`config.mk`:
```
export PLATFORM = sky130hd
export DESIGN_NAME = scw_config_words
export DESIGN_NICKNAME = d
export VERILOG_FILES = /design/src/scw_pkg.sv /design/src/scw_config_words.sv
export VERILOG_INCLUDE_DIRS = /design/src
export SDC_FILE = /design/constraint.sdc
export NUM_CORES = 1
export LEC_CHECK = 0
export ABC_AREA = 0
export BUFFER_PORTS_ARGS = -buffer_cell sky130_fd_sc_hd__buf_2
export CORE_UTILIZATION = 25
export CTS_BUF_LIST = sky130_fd_sc_hd__clkbuf_8 sky130_fd_sc_hd__clkbuf_16
export DETAILED_ROUTE_END_ITERATION = 8
export GPL_TIMING_DRIVEN = 0
export PLACE_DENSITY = 0.47
export REMOVE_ABC_BUFFERS = 1
export SLEW_MARGIN = 20
export SYNTH_ARGS = -nofsm -noshare
export SYNTH_HDL_FRONTEND = slang
export SYNTH_SLANG_ARGS = --single-unit
```
`constraint.sdc`:
```
create_clock -name sys_clk_i -period 2.49 [get_ports sys_clk_i]
set_clock_uncertainty 0.15 [all_clocks]
set_input_delay 0.498 -clock sys_clk_i [delete_from_list [all_inputs] [get_ports sys_clk_i]]
set_output_delay 0.498 -clock sys_clk_i [all_outputs]
set_load 0.01 [all_outputs]
```
`src/scw_consts.svh`:
```
// Offsets, field positions, reset values and codes of the configuration word bank
`ifndef SCW_CONSTS_SVH
`define SCW_CONSTS_SVH

// Register indices; byte address is four times the index
`define SCW_IDX_SHIFT 6'h12
`define SCW_IDX_LIM1 6'h13
`define SCW_IDX_LIM2 6'h14
`define SCW_IDX_UPPER 6'h15
`define SCW_IDX_SETUP2 6'h16
`define SCW_IDX_STATUS 6'h18

// Field positions
`define SCW_SEL_BIT 15
`define SCW_PCT_HI 14
`define SCW_PCT_LO 12
`define SCW_G1_HI 2
`define SCW_G1_LO 0
`define SCW_G2_HI 5
`define SCW_G2_LO 3
`define SCW_POL_BIT 6
`define SCW_RES_HI 10
`define SCW_RES_LO 7
`define SCW_UP1_HI 7
`define SCW_UP1_LO 0
`define SCW_UP2_HI 15
`define SCW_UP2_LO 8

// Reset values and codes
`define SCW_RST_WORD 16'h0000
`define SCW_RES_MAX_CODE 4'hC
`define SCW_RES_BASE 5'h0C
`define SCW_G2_BASE 5'h0B
`define SCW_GAIN_ONE 2'h1
`define SCW_GAIN_TWO 2'h2
`define SCW_RESP_OKAY 2'h0
`define SCW_RESP_SLVERR 2'h2

`endif

```
`src/scw_pkg.sv`:
```
// Types shared by the configuration word bank
`default_nettype none
package scw_pkg;
    typedef enum logic [2:0] {
        SCW_SEL_SHIFT,
        SCW_SEL_LIM1,
        SCW_SEL_LIM2,
        SCW_SEL_UPPER,
        SCW_SEL_SETUP2,
        SCW_SEL_STATUS,
        SCW_SEL_NONE
    } scw_sel_t;
endpackage

`default_nettype wire

```
`src/scw_config_words.sv`:
```
// Configuration word bank with AXI4-Lite access and decoded setup outputs
`timescale 1ns/100ps
`default_nettype none
`include "scw_consts.svh"

module scw_config_words
    import scw_pkg::*;
(
    input wire logic sys_clk_i,
    input wire logic rst_i,
    input wire logic [7:0] s_axi_awaddr_i,
    input wire logic s_axi_awvalid_i,
    output logic s_axi_awready_o,
    input wire logic [31:0] s_axi_wdata_i,
    input wire logic [3:0] s_axi_wstrb_i,
    input wire logic s_axi_wvalid_i,
    output logic s_axi_wready_o,
    output logic [1:0] s_axi_bresp_o,
    output logic s_axi_bvalid_o,
    input wire logic s_axi_bready_i,
    input wire logic [7:0] s_axi_araddr_i,
    input wire logic s_axi_arvalid_i,
    output logic s_axi_arready_o,
    output logic [31:0] s_axi_rdata_o,
    output logic [1:0] s_axi_rresp_o,
    output logic s_axi_rvalid_o,
    input wire logic s_axi_rready_i,
    output logic shift_enable_o,
    output logic [12:0] shift_pct_o,
    output logic [1:0] converter_gain_o,
    output logic [23:0] limit_one_o,
    output logic [23:0] limit_two_o,
    output logic [6:0] first_amp_gain_o,
    output logic [4:0] second_amp_gain_o,
    output logic chopper_invert_o,
    output logic [4:0] adc_resolution_o,
    output logic misprogram_o
);

    // ==========================================================
    // Functions
    function automatic scw_sel_t sel_of(input logic [7:0] addr);
        scw_sel_t s;
        s = SCW_SEL_NONE;
        if (addr[1:0] == 2'h0) begin
            unique case (addr[7:2])
                `SCW_IDX_SHIFT: s = SCW_SEL_SHIFT;
                `SCW_IDX_LIM1: s = SCW_SEL_LIM1;
                `SCW_IDX_LIM2: s = SCW_SEL_LIM2;
                `SCW_IDX_UPPER: s = SCW_SEL_UPPER;
                `SCW_IDX_SETUP2: s = SCW_SEL_SETUP2;
                `SCW_IDX_STATUS: s = SCW_SEL_STATUS;
                default: s = SCW_SEL_NONE;
            endcase
        end
        return s;
    endfunction

    function automatic logic [15:0] merge16(
        input logic [15:0] old,
        input logic [31:0] data,
        input logic [3:0] strb
    );
        logic [15:0] m;
        m = old;
        if (strb[0]) begin
            m[7:0] = data[7:0];
        end
        if (strb[1]) begin
            m[15:8] = data[15:8];
        end
        return m;
    endfunction

    // Percent in hundredths of a percent
    function automatic logic [12:0] pct_of(input logic [2:0] code);
        logic [12:0] p;
        p = 13'h0000;
        unique case (code)
            3'h0: p = 13'h0000;
            3'h1: p = 13'h02A3;
            3'h2: p = 13'h04E2;
            3'h3: p = 13'h0785;
            3'h4: p = 13'h09C4;
            3'h5: p = 13'h0C67;
            3'h6: p = 13'h0F0A;
            3'h7: p = 13'h10E5;
        endcase
        return p;
    endfunction

    function automatic logic [6:0] amp1_of(input logic [2:0] code);
        logic [6:0] g;
        g = 7'h06;
        unique case (code)
            3'h0: g = 7'h06;
            3'h1: g = 7'h0C;
            3'h2: g = 7'h14;
            3'h3: g = 7'h1E;
            3'h4: g = 7'h28;
            3'h5: g = 7'h3C;
            3'h6: g = 7'h50;
            3'h7: g = 7'h78;
        endcase
        return g;
    endfunction

    // ==========================================================
    // Storage
    logic [15:0] shift_word_reg;
    logic [15:0] lim1_word_reg;
    logic [15:0] lim2_word_reg;
    logic [15:0] upper_word_reg;
    logic [15:0] setup2_word_reg;
    logic [7:0] aw_addr_reg;
    logic [31:0] w_data_reg;
    logic [3:0] w_strb_reg;
    logic aw_hold_reg;
    logic w_hold_reg;
    logic awready_reg;
    logic wready_reg;
    logic bvalid_reg;
    logic [1:0] bresp_reg;
    logic arready_reg;
    logic rvalid_reg;
    logic [31:0] rdata_reg;
    logic [1:0] rresp_reg;

    // ==========================================================
    // Write channel
    wire aw_take = s_axi_awvalid_i & awready_reg;
    wire w_take = s_axi_wvalid_i & wready_reg;
    wire wr_go = aw_hold_reg & w_hold_reg & ~bvalid_reg;
    wire scw_sel_t wr_sel = sel_of(aw_addr_reg);
    wire aw_hold_next = aw_take | (aw_hold_reg & ~wr_go);
    wire w_hold_next = w_take | (w_hold_reg & ~wr_go);
    wire bvalid_next = wr_go | (bvalid_reg & ~s_axi_bready_i);
    wire awready_next = ~aw_hold_next & ~bvalid_next;
    wire wready_next = ~w_hold_next & ~bvalid_next;
    wire [7:0] aw_addr_next = aw_take ? s_axi_awaddr_i : aw_addr_reg;
    wire [31:0] w_data_next = w_take ? s_axi_wdata_i : w_data_reg;
    wire [3:0] w_strb_next = w_take ? s_axi_wstrb_i : w_strb_reg;
    wire [1:0] bresp_next = !wr_go ? bresp_reg :
        (wr_sel == SCW_SEL_NONE) ? `SCW_RESP_SLVERR : `SCW_RESP_OKAY;

    wire [15:0] shift_word_next = (wr_go && wr_sel == SCW_SEL_SHIFT) ?
        merge16(shift_word_reg, w_data_reg, w_strb_reg) : shift_word_reg;
    wire [15:0] lim1_word_next = (wr_go && wr_sel == SCW_SEL_LIM1) ?
        merge16(lim1_word_reg, w_data_reg, w_strb_reg) : lim1_word_reg;
    wire [15:0] lim2_word_next = (wr_go && wr_sel == SCW_SEL_LIM2) ?
        merge16(lim2_word_reg, w_data_reg, w_strb_reg) : lim2_word_reg;
    wire [15:0] upper_word_next = (wr_go && wr_sel == SCW_SEL_UPPER) ?
        merge16(upper_word_reg, w_data_reg, w_strb_reg) : upper_word_reg;
    // Bits 15:11 are stored as written so the host can preserve them
    wire [15:0] setup2_word_next = (wr_go && wr_sel == SCW_SEL_SETUP2) ?
        merge16(setup2_word_reg, w_data_reg, w_strb_reg) : setup2_word_reg;

    // ==========================================================
    // Decoding
    wire sel_bit = shift_word_reg[`SCW_SEL_BIT];
    wire [2:0] pct_code = shift_word_reg[`SCW_PCT_HI:`SCW_PCT_LO];
    wire [2:0] g1_code = setup2_word_reg[`SCW_G1_HI:`SCW_G1_LO];
    wire [2:0] g2_code = setup2_word_reg[`SCW_G2_HI:`SCW_G2_LO];
    wire [3:0] res_code = setup2_word_reg[`SCW_RES_HI:`SCW_RES_LO];
    wire res_bad = res_code > `SCW_RES_MAX_CODE;
    wire pct_bad = ~sel_bit & (pct_code != 3'h0);
    wire [12:0] pct_next = sel_bit ? pct_of(pct_code) : 13'h0000;
    wire [1:0] gain_next = sel_bit ? `SCW_GAIN_TWO : `SCW_GAIN_ONE;
    wire [23:0] lim1_next = {upper_word_reg[`SCW_UP1_HI:`SCW_UP1_LO], lim1_word_reg};
    wire [23:0] lim2_next = {upper_word_reg[`SCW_UP2_HI:`SCW_UP2_LO], lim2_word_reg};
    wire [6:0] amp1_next = amp1_of(g1_code);
    wire [4:0] amp2_next = `SCW_G2_BASE + {2'h0, g2_code};
    wire chop_next = setup2_word_reg[`SCW_POL_BIT];
    // Unused resolution codes keep the last valid resolution
    wire [4:0] res_next = res_bad ? adc_resolution_o : `SCW_RES_BASE + {1'b0, res_code};
    wire [15:0] status_word = {14'h0000, res_bad, pct_bad};

    // ==========================================================
    // Read channel
    wire ar_take = s_axi_arvalid_i & arready_reg;
    wire scw_sel_t rd_sel = sel_of(s_axi_araddr_i);
    wire rvalid_next = ar_take | (rvalid_reg & ~s_axi_rready_i);
    wire arready_next = ~rvalid_next;
    wire [15:0] rd_word =
        (rd_sel == SCW_SEL_SHIFT) ? shift_word_reg :
        (rd_sel == SCW_SEL_LIM1) ? lim1_word_reg :
        (rd_sel == SCW_SEL_LIM2) ? lim2_word_reg :
        (rd_sel == SCW_SEL_UPPER) ? upper_word_reg :
        (rd_sel == SCW_SEL_SETUP2) ? setup2_word_reg :
        (rd_sel == SCW_SEL_STATUS) ? status_word : 16'h0000;
    wire [31:0] rdata_next = ar_take ? {16'h0000, rd_word} : rdata_reg;
    wire [1:0] rresp_next = !ar_take ? rresp_reg :
        (rd_sel == SCW_SEL_NONE) ? `SCW_RESP_SLVERR : `SCW_RESP_OKAY;

    // ==========================================================
    // Flip-flops
    always_ff @(posedge sys_clk_i) begin
        if (rst_i) begin
            shift_word_reg <= `SCW_RST_WORD;
            lim1_word_reg <= `SCW_RST_WORD;
            lim2_word_reg <= `SCW_RST_WORD;
            upper_word_reg <= `SCW_RST_WORD;
            setup2_word_reg <= `SCW_RST_WORD;
        end else begin
            shift_word_reg <= shift_word_next;
            lim1_word_reg <= lim1_word_next;
            lim2_word_reg <= lim2_word_next;
            upper_word_reg <= upper_word_next;
            setup2_word_reg <= setup2_word_next;
        end
    end

    always_ff @(posedge sys_clk_i) begin
        if (rst_i) begin
            aw_hold_reg <= 1'b0;
            w_hold_reg <= 1'b0;
            awready_reg <= 1'b0;
            wready_reg <= 1'b0;
            bvalid_reg <= 1'b0;
            bresp_reg <= `SCW_RESP_OKAY;
            aw_addr_reg <= 8'h00;
            w_data_reg <= 32'h0000_0000;
            w_strb_reg <= 4'h0;
        end else begin
            aw_hold_reg <= aw_hold_next;
            w_hold_reg <= w_hold_next;
            awready_reg <= awready_next;
            wready_reg <= wready_next;
            bvalid_reg <= bvalid_next;
            bresp_reg <= bresp_next;
            aw_addr_reg <= aw_addr_next;
            w_data_reg <= w_data_next;
            w_strb_reg <= w_strb_next;
        end
    end

    always_ff @(posedge sys_clk_i) begin
        if (rst_i) begin
            arready_reg <= 1'b0;
            rvalid_reg <= 1'b0;
            rdata_reg <= 32'h0000_0000;
            rresp_reg <= `SCW_RESP_OKAY;
        end else begin
            arready_reg <= arready_next;
            rvalid_reg <= rvalid_next;
            rdata_reg <= rdata_next;
            rresp_reg <= rresp_next;
        end
    end

    always_ff @(posedge sys_clk_i) begin
        if (rst_i) begin
            shift_enable_o <= 1'b0;
            shift_pct_o <= 13'h0000;
            converter_gain_o <= `SCW_GAIN_ONE;
            limit_one_o <= 24'h00_0000;
            limit_two_o <= 24'h00_0000;
            first_amp_gain_o <= 7'h06;
            second_amp_gain_o <= `SCW_G2_BASE;
            chopper_invert_o <= 1'b0;
            adc_resolution_o <= `SCW_RES_BASE;
            misprogram_o <= 1'b0;
        end else begin
            shift_enable_o <= sel_bit;
            shift_pct_o <= pct_next;
            converter_gain_o <= gain_next;
            limit_one_o <= lim1_next;
            limit_two_o <= lim2_next;
            first_amp_gain_o <= amp1_next;
            second_amp_gain_o <= amp2_next;
            chopper_invert_o <= chop_next;
            adc_resolution_o <= res_next;
            misprogram_o <= pct_bad | res_bad;
        end
    end

    assign s_axi_awready_o = awready_reg;
    assign s_axi_wready_o = wready_reg;
    assign s_axi_bvalid_o = bvalid_reg;
    assign s_axi_bresp_o = bresp_reg;
    assign s_axi_arready_o = arready_reg;
    assign s_axi_rvalid_o = rvalid_reg;
    assign s_axi_rdata_o = rdata_reg;
    assign s_axi_rresp_o = rresp_reg;
endmodule

`default_nettype wire

```
* Word level (Yosys, flattened, before mapping)
Memory sizes are Yosys's and may differ from the RTL's. A register that Yosys moved wholly into a read port is not among the register bits.
Index checks and enable logic that the tools add are counted.
** Storage, ports and cells
- Bits in registers :: 216
- Bits in writable memories :: 0
- Bits in latches :: 0
- Logic and storage cells :: 121
- Memories kept :: 2
- Input port bits :: 59
- Memory bits (read-only) :: 144
- Output and inout bits :: 124
** Memories
- (no name shown) :: depth 8, bits a word 12, read ports 1, clocked after Yosys merged registers in 1, wr ports 0, RTL line scw_config_words.sv:79 : unique case (code)
- (no name shown) :: depth 8, bits a word 6, read ports 1, clocked after Yosys merged registers in 1, wr ports 0, RTL line scw_config_words.sv:95 : unique case (code)
** Operators by class
- Div/mod/pow operators :: 0
- Multipliers :: 0
- Bitwise operators :: 26
- Multiplexer cells :: 13
- Equal/unequal tests :: 23
- $add $sub $neg :: 2
- Shift-type cells :: 0
- Reduce and logical (&&, ||, !) cells :: 21
- Order comparisons :: 1
** Operator list (number)
- two-way mux 16 bit :: 5
- == test 6 x 5 -> 1 bit (second input constant) :: 12
- case mux 3 bit (6 select lines) :: 2
- AND reduction 2 bit :: 10
- == test 3 bit (second input constant) :: 5
- AND 1 bit :: 12
- == test 3 x 2 -> 1 bit (second input constant) :: 4
- NOT 1 bit :: 9
- two-way mux 2 bit :: 4
- == test 3 x 1 -> 1 bit (second input constant) :: 2
- logical NOT 3 bit :: 2
- two-way mux 3 bit :: 2
- adder 4 x 3 -> 5 bit (first input constant) :: 1
- adder 4 x 4 -> 5 bit (first input constant) :: 1
- logical AND 1 bit :: 5
- bitwise OR 1 bit :: 5
- > comparator 4 bit (second input constant) :: 1
- logical NOT 2 bit :: 2
- nonzero test 3 bit :: 1
- OR reduction 2 bit :: 1

* Depth between registers and ports, before layout
- Depth in word-level cells :: 10
- Depth in mapped cells :: 7
- Depth with buffers taken out :: 6

* Worst setup path before layout
No wires, ideal clock.
- Kind :: input port to flip-flop
- Start :: in s_axi_araddr_i[4]
- End :: reg rdata_reg[10], in the netlist s_axi_rdata_o[10]
- Required time :: 2.254 ns
- Slack :: 0.293 ns
- Cell stages on the path :: 6
- Library setup time :: 0.086 ns
- Arrival time :: 1.962 ns
- Path buffers :: 2
- Path through :: clkbuf_1 > or4b_1 > o21ai_0 > clkbuf_1 > nor4_1 > a211oi_1
** Between the ends
- Word-level cells in the longest chain between the ends :: 9
- Elaborated cells between the ends (all ways) :: 18
- Those cells by class :: eq/ne (10); mux (7); reduce/logical (1)
** RTL lines
- from (decl) :: RTL line scw_config_words.sv:21 : input wire logic [7:0] s_axi_araddr_i,
- == test 6 x 5 -> 1 bit :: RTL line scw_config_words.sv:46 : unique case (addr[7:2])
- case mux 3 bit (6 select lines) * :: RTL line scw_config_words.sv:46
- two-way mux 3 bit * :: RTL line scw_config_words.sv:45 : if (addr[1:0] == 2'h0) begin
- == test 3 bit :: RTL line scw_config_words.sv:189 : (rd_sel == SCW_SEL_SETUP2) ? setup2_word_reg :
- two-way mux 16 bit :: RTL line scw_config_words.sv:189
- two-way mux 16 bit :: RTL line scw_config_words.sv:188 : (rd_sel == SCW_SEL_UPPER) ? upper_word_reg :
- two-way mux 16 bit :: RTL line scw_config_words.sv:187 : (rd_sel == SCW_SEL_LIM2) ? lim2_word_reg :
- two-way mux 16 bit :: RTL line scw_config_words.sv:186 : (rd_sel == SCW_SEL_LIM1) ? lim1_word_reg :
- two-way mux 16 bit * :: RTL line scw_config_words.sv:185 : (rd_sel == SCW_SEL_SHIFT) ? shift_word_reg :
- to (signal assigned) :: RTL line scw_config_words.sv:246 : rdata_reg <= rdata_next;
- to (decl) :: RTL line scw_config_words.sv:126 : logic [31:0] rdata_reg;
Every way passes the cells marked *; elsewhere a longest branch is shown, timed or not.
A chain may end at the register's enable or synchronous reset.

* Final worst setup path
- Start :: reg aw_addr_reg[7]
- End :: reg setup2_word_reg[1]
** Between the ends
- Word-level cells in the longest chain between the ends :: 6
- Elaborated cells between the ends (all ways) :: 11
- Those cells by class :: eq/ne (7); mux (2); reduce/logical (2)
** RTL lines
- from (decl) :: RTL line scw_config_words.sv:115 : logic [7:0] aw_addr_reg;
- from (signal assigned) :: RTL line scw_config_words.sv:231 : aw_addr_reg <= aw_addr_next;
- == test 6 x 5 -> 1 bit :: RTL line scw_config_words.sv:46
- case mux 3 bit (6 select lines) * :: RTL line scw_config_words.sv:46
- two-way mux 3 bit * :: RTL line scw_config_words.sv:45
- == test 3 bit * :: RTL line scw_config_words.sv:155 : wire [15:0] setup2_word_next = (wr_go && wr_sel == SCW_SEL_SETUP2) ?
- logical AND 1 bit * :: RTL line scw_config_words.sv:155
- AND reduction 2 bit (no source line) *
- to (signal assigned) :: RTL line scw_config_words.sv:203 : setup2_word_reg <= `SCW_RST_WORD;
- to (signal assigned) :: RTL line scw_config_words.sv:209 : setup2_word_reg <= setup2_word_next;
- to (decl) :: RTL line scw_config_words.sv:114 : logic [15:0] setup2_word_reg;
Marked as above.

==> results.toml <==
[status]
status = "complete, no violations"

[cts]
cts_sinks = 211
cts.htree.levels = 1
cts_buffers = 25
clock_latency_ps = 510
cts_tree = "yes"
postCtsHoldBufs = 0
clockBufferDepth = 3
path_clk_slew_ps = 60
root_buffer = "clkbuf_16"

[floorplanning]
rows = 68
start_util_pct = 25.5
die_height_microns = 190
dieArea_sq_um = 35900
core_area_sq_um = 34500
die_w_microns = 190
ioPinCount = 183

[final_layout]
final_cell_mix = "dfxtp_1 (211), buf_2 (147), nand2b_1 (94)"
syn_to_final_growth_pct = 23.1
fin_nets = 1147
design_area_sq_um = 10800
drive_above_1_share_pct = 21.0
fin_cells = 1549
final_common_cell = "dfxtp_1"
fin_util_pct = 31.3
diodes = 0
reg.largest.list = "limit_one_o: 24 flops, limit_two_o: 24 flops"

[setup_path]
crit_start = "aw_addr_reg[7]"
critPathMaxFanout = 8
cp.arrival_ps = 2620
rr_startpoint = "aw_addr_reg[7]"
critPathRequiredTime_ps = 2720
worst_setup_path_end_kind = "flip-flop"
start_kind = "flip-flop"
path_class = "reg -> reg"

[place]
dp_hpwl_microns = 18300
dp_cells = 1497
preCtsSetupSlack_ps = -1220
gp_congestion = 0.765
port_buffers = 144
post_dp_cell_area_sq_um = 9930

[sta]
period_needed_ps = 2390
max_slew_margin_pct = 30.3
fin_ws_ps = 102
rsz0062_at_grt = "no"
fin_crit_sh_pct = 95.9
fmax_mhz = 419
worstMarginPinSlew_ps = 1040
setup_viol = 0
fin_setup_tns_ps = 0
final_hold_viol_count = 0
drv_slew = 0

[global_route]
grt_pass1_wl_microns = 40600
grt_pass1_vias = 6548
grt_use_total_pct = 14.9
antenna_found_initial = 0
gr-total-overflow = 0
grt_max_degree = 91

[power]
switchingPower_mw = 1.73
p_int_mw = 5.74
powerDensity_nw_per_um2 = 690
combPwrFrac_pct = 5.2
p_leak_nw = 4.93
vdd_drop_max_mv = 0.418
switching_share_pct = 23.2
seqPwrFrac_pct = 46.0
pwr-share-clk_pct = 48.8

[drt]
dr.pass1.iters = 5
vias_per_cell = 4.40
wl_per_cell_microns = 17.6
drt_iter0_drc = 428
totalWireLength_microns = 27200
num_vias = 6820
antenna_left = 0
drc = 0

[synthesis]
yosys_warnings = 0
yosys_register_bits = 211
synth_flop_cell = "dfxtp_1"
synth_edf_count = 0
syn_area_per_cell_sq_um = 9.30
syn_area_sq_um = 8790
synth_top_area_share_pct = 48.0
yosysSeqAreaShare_pct = 48.0
yosys.area.top_type = "dfxtp_1"
syn_inst = 946
synth_cell_types = 52
synthTopCellsByArea = "dfxtp_1 (48%), mux2i_1 (9.7%), nand2b_1 (6.7%)"
async_reset_ff_share_pct = 0

[min_path]
hp-start = "s_axi_wdata_i[13]"
min_path_type = "in -> reg"

[flow_run]
cap_viol_max_count = 0
==> layout make-up <==
| type | instances | area, sq um |
|---|---|---|
| clock buffers | 31 | 708 |
| clock inverters | 14 | 120 |
| repair buffers | 160 | 881 |
| multi-input cells | 587 | 3980 |
| flip-flops and latches | 211 | 4220 |
| inverters | 91 | 342 |
| well taps | 455 | 569 |
| fillers | 3707 | 23700 |
==> kinds of logic (layout without fill, tap and decap cells) <==
family	after synthesis	count (layout)	share of synthesized area (%)
other	1	20	0.0426
buffers and inverters	167	296	8.22
AO/OA/AOI/OAI	152	152	10.6
AND/OR/NAND/NOR	315	315	21.4
flip-flops	211	211	48.0
XOR/XNOR	3	3	0.299
adder cells (fa/ha/maj)	12	12	1.71
multiplexers	85	85	9.67
==> final timing paths <==
| path | slack [ps] | end | cells past startpoint |
|---|---|---|---|
| setup / recovery | 100 | setup2_word_reg[1] | 4 |
| hold reg to reg | 310 | w_data_reg[3] | 2 |
| setup reg to reg | 100 | setup2_word_reg[1] | 4 |
| hold / removal | 70 | w_data_reg[13] | 3 |
==> through the flow <==
step / hold WS, ps / power, mW
2_1_floorplan: 264 / 3.69
3_3_place_gp: 296 / 3.88
3_5_place_dp: 300 / 3.90
4_1_cts: 45.3 / 7.60
5_1_grt: 60.0 / 7.78
6_report: 67.6 / 7.47
==> critical path: stages, from the launching register on <==
cell	delay [ps]
dfxtp_1	320
or4b_4	630
nor4_4	850
mux2i_1	260
nor2_1	50
==> power groups by stage <==
stage | Clock (mW) | Combinational, mW | Sequential (mW)
final | 3.64 | 0.388 | 3.44
after CTS | 3.77 | 0.388 | 3.44
after floorplan | 0 | 0.182 | 3.51
after global placement | 0 | 0.369 | 3.51
after detailed placement | 0 | 0.387 | 3.51
after global routing | 3.92 | 0.421 | 3.44
==> synth_stat cells (2+ instances only) <==
| library cell | count |
|---|---|
| nand2_1 | 63 |
| a32oi_1 | 2 |
| buf_1 | 8 |
| nor4_1 | 17 |
| nand2b_1 | 94 |
| o22ai_1 | 4 |
| a21boi_0 | 2 |
| dfxtp_1 | 211 |
| nand4_4 | 2 |
| a21o_1 | 2 |
| nor3_4 | 2 |
| and2_1 | 4 |
| or3b_2 | 2 |
| or4b_1 | 3 |
| nor2_1 | 48 |
| nand3b_1 | 6 |
| ha_1 | 12 |
| nor2b_1 | 20 |
| buf_2 | 7 |
| nand3_1 | 16 |
| o21ai_0 | 22 |
| xnor2_1 | 2 |
| o32ai_1 | 14 |
| a21oi_1 | 64 |
| a211oi_1 | 21 |
| and3_1 | 17 |
| mux2i_1 | 85 |
| buf_4 | 21 |
| nand3_4 | 4 |
| nor4b_1 | 2 |
| o21a_1 | 2 |
| clkbuf_1 | 38 |
| a31oi_1 | 14 |
| nor4_4 | 4 |
| inv_1 | 90 |
| nor3b_1 | 5 |
==> layer usage <==
layer	up-vias	part of all wire (%)	GRT usage [%]
met5	-	0	0
met4	0	1.8	3.19
met3	31	5.3	2.71
met2	185	46	24.4
met1	3202	47	20.3
li1	3402	-	-
==> what timing repair did <==
item / CTS / global route
buffers inserted: 6 / 1
pin swaps: 2 / 2
gates resized for setup: 2 / 2
endpoints found under the setup margin: 17 / 31
Note: power is estimated with default switching activity, not from simulation.
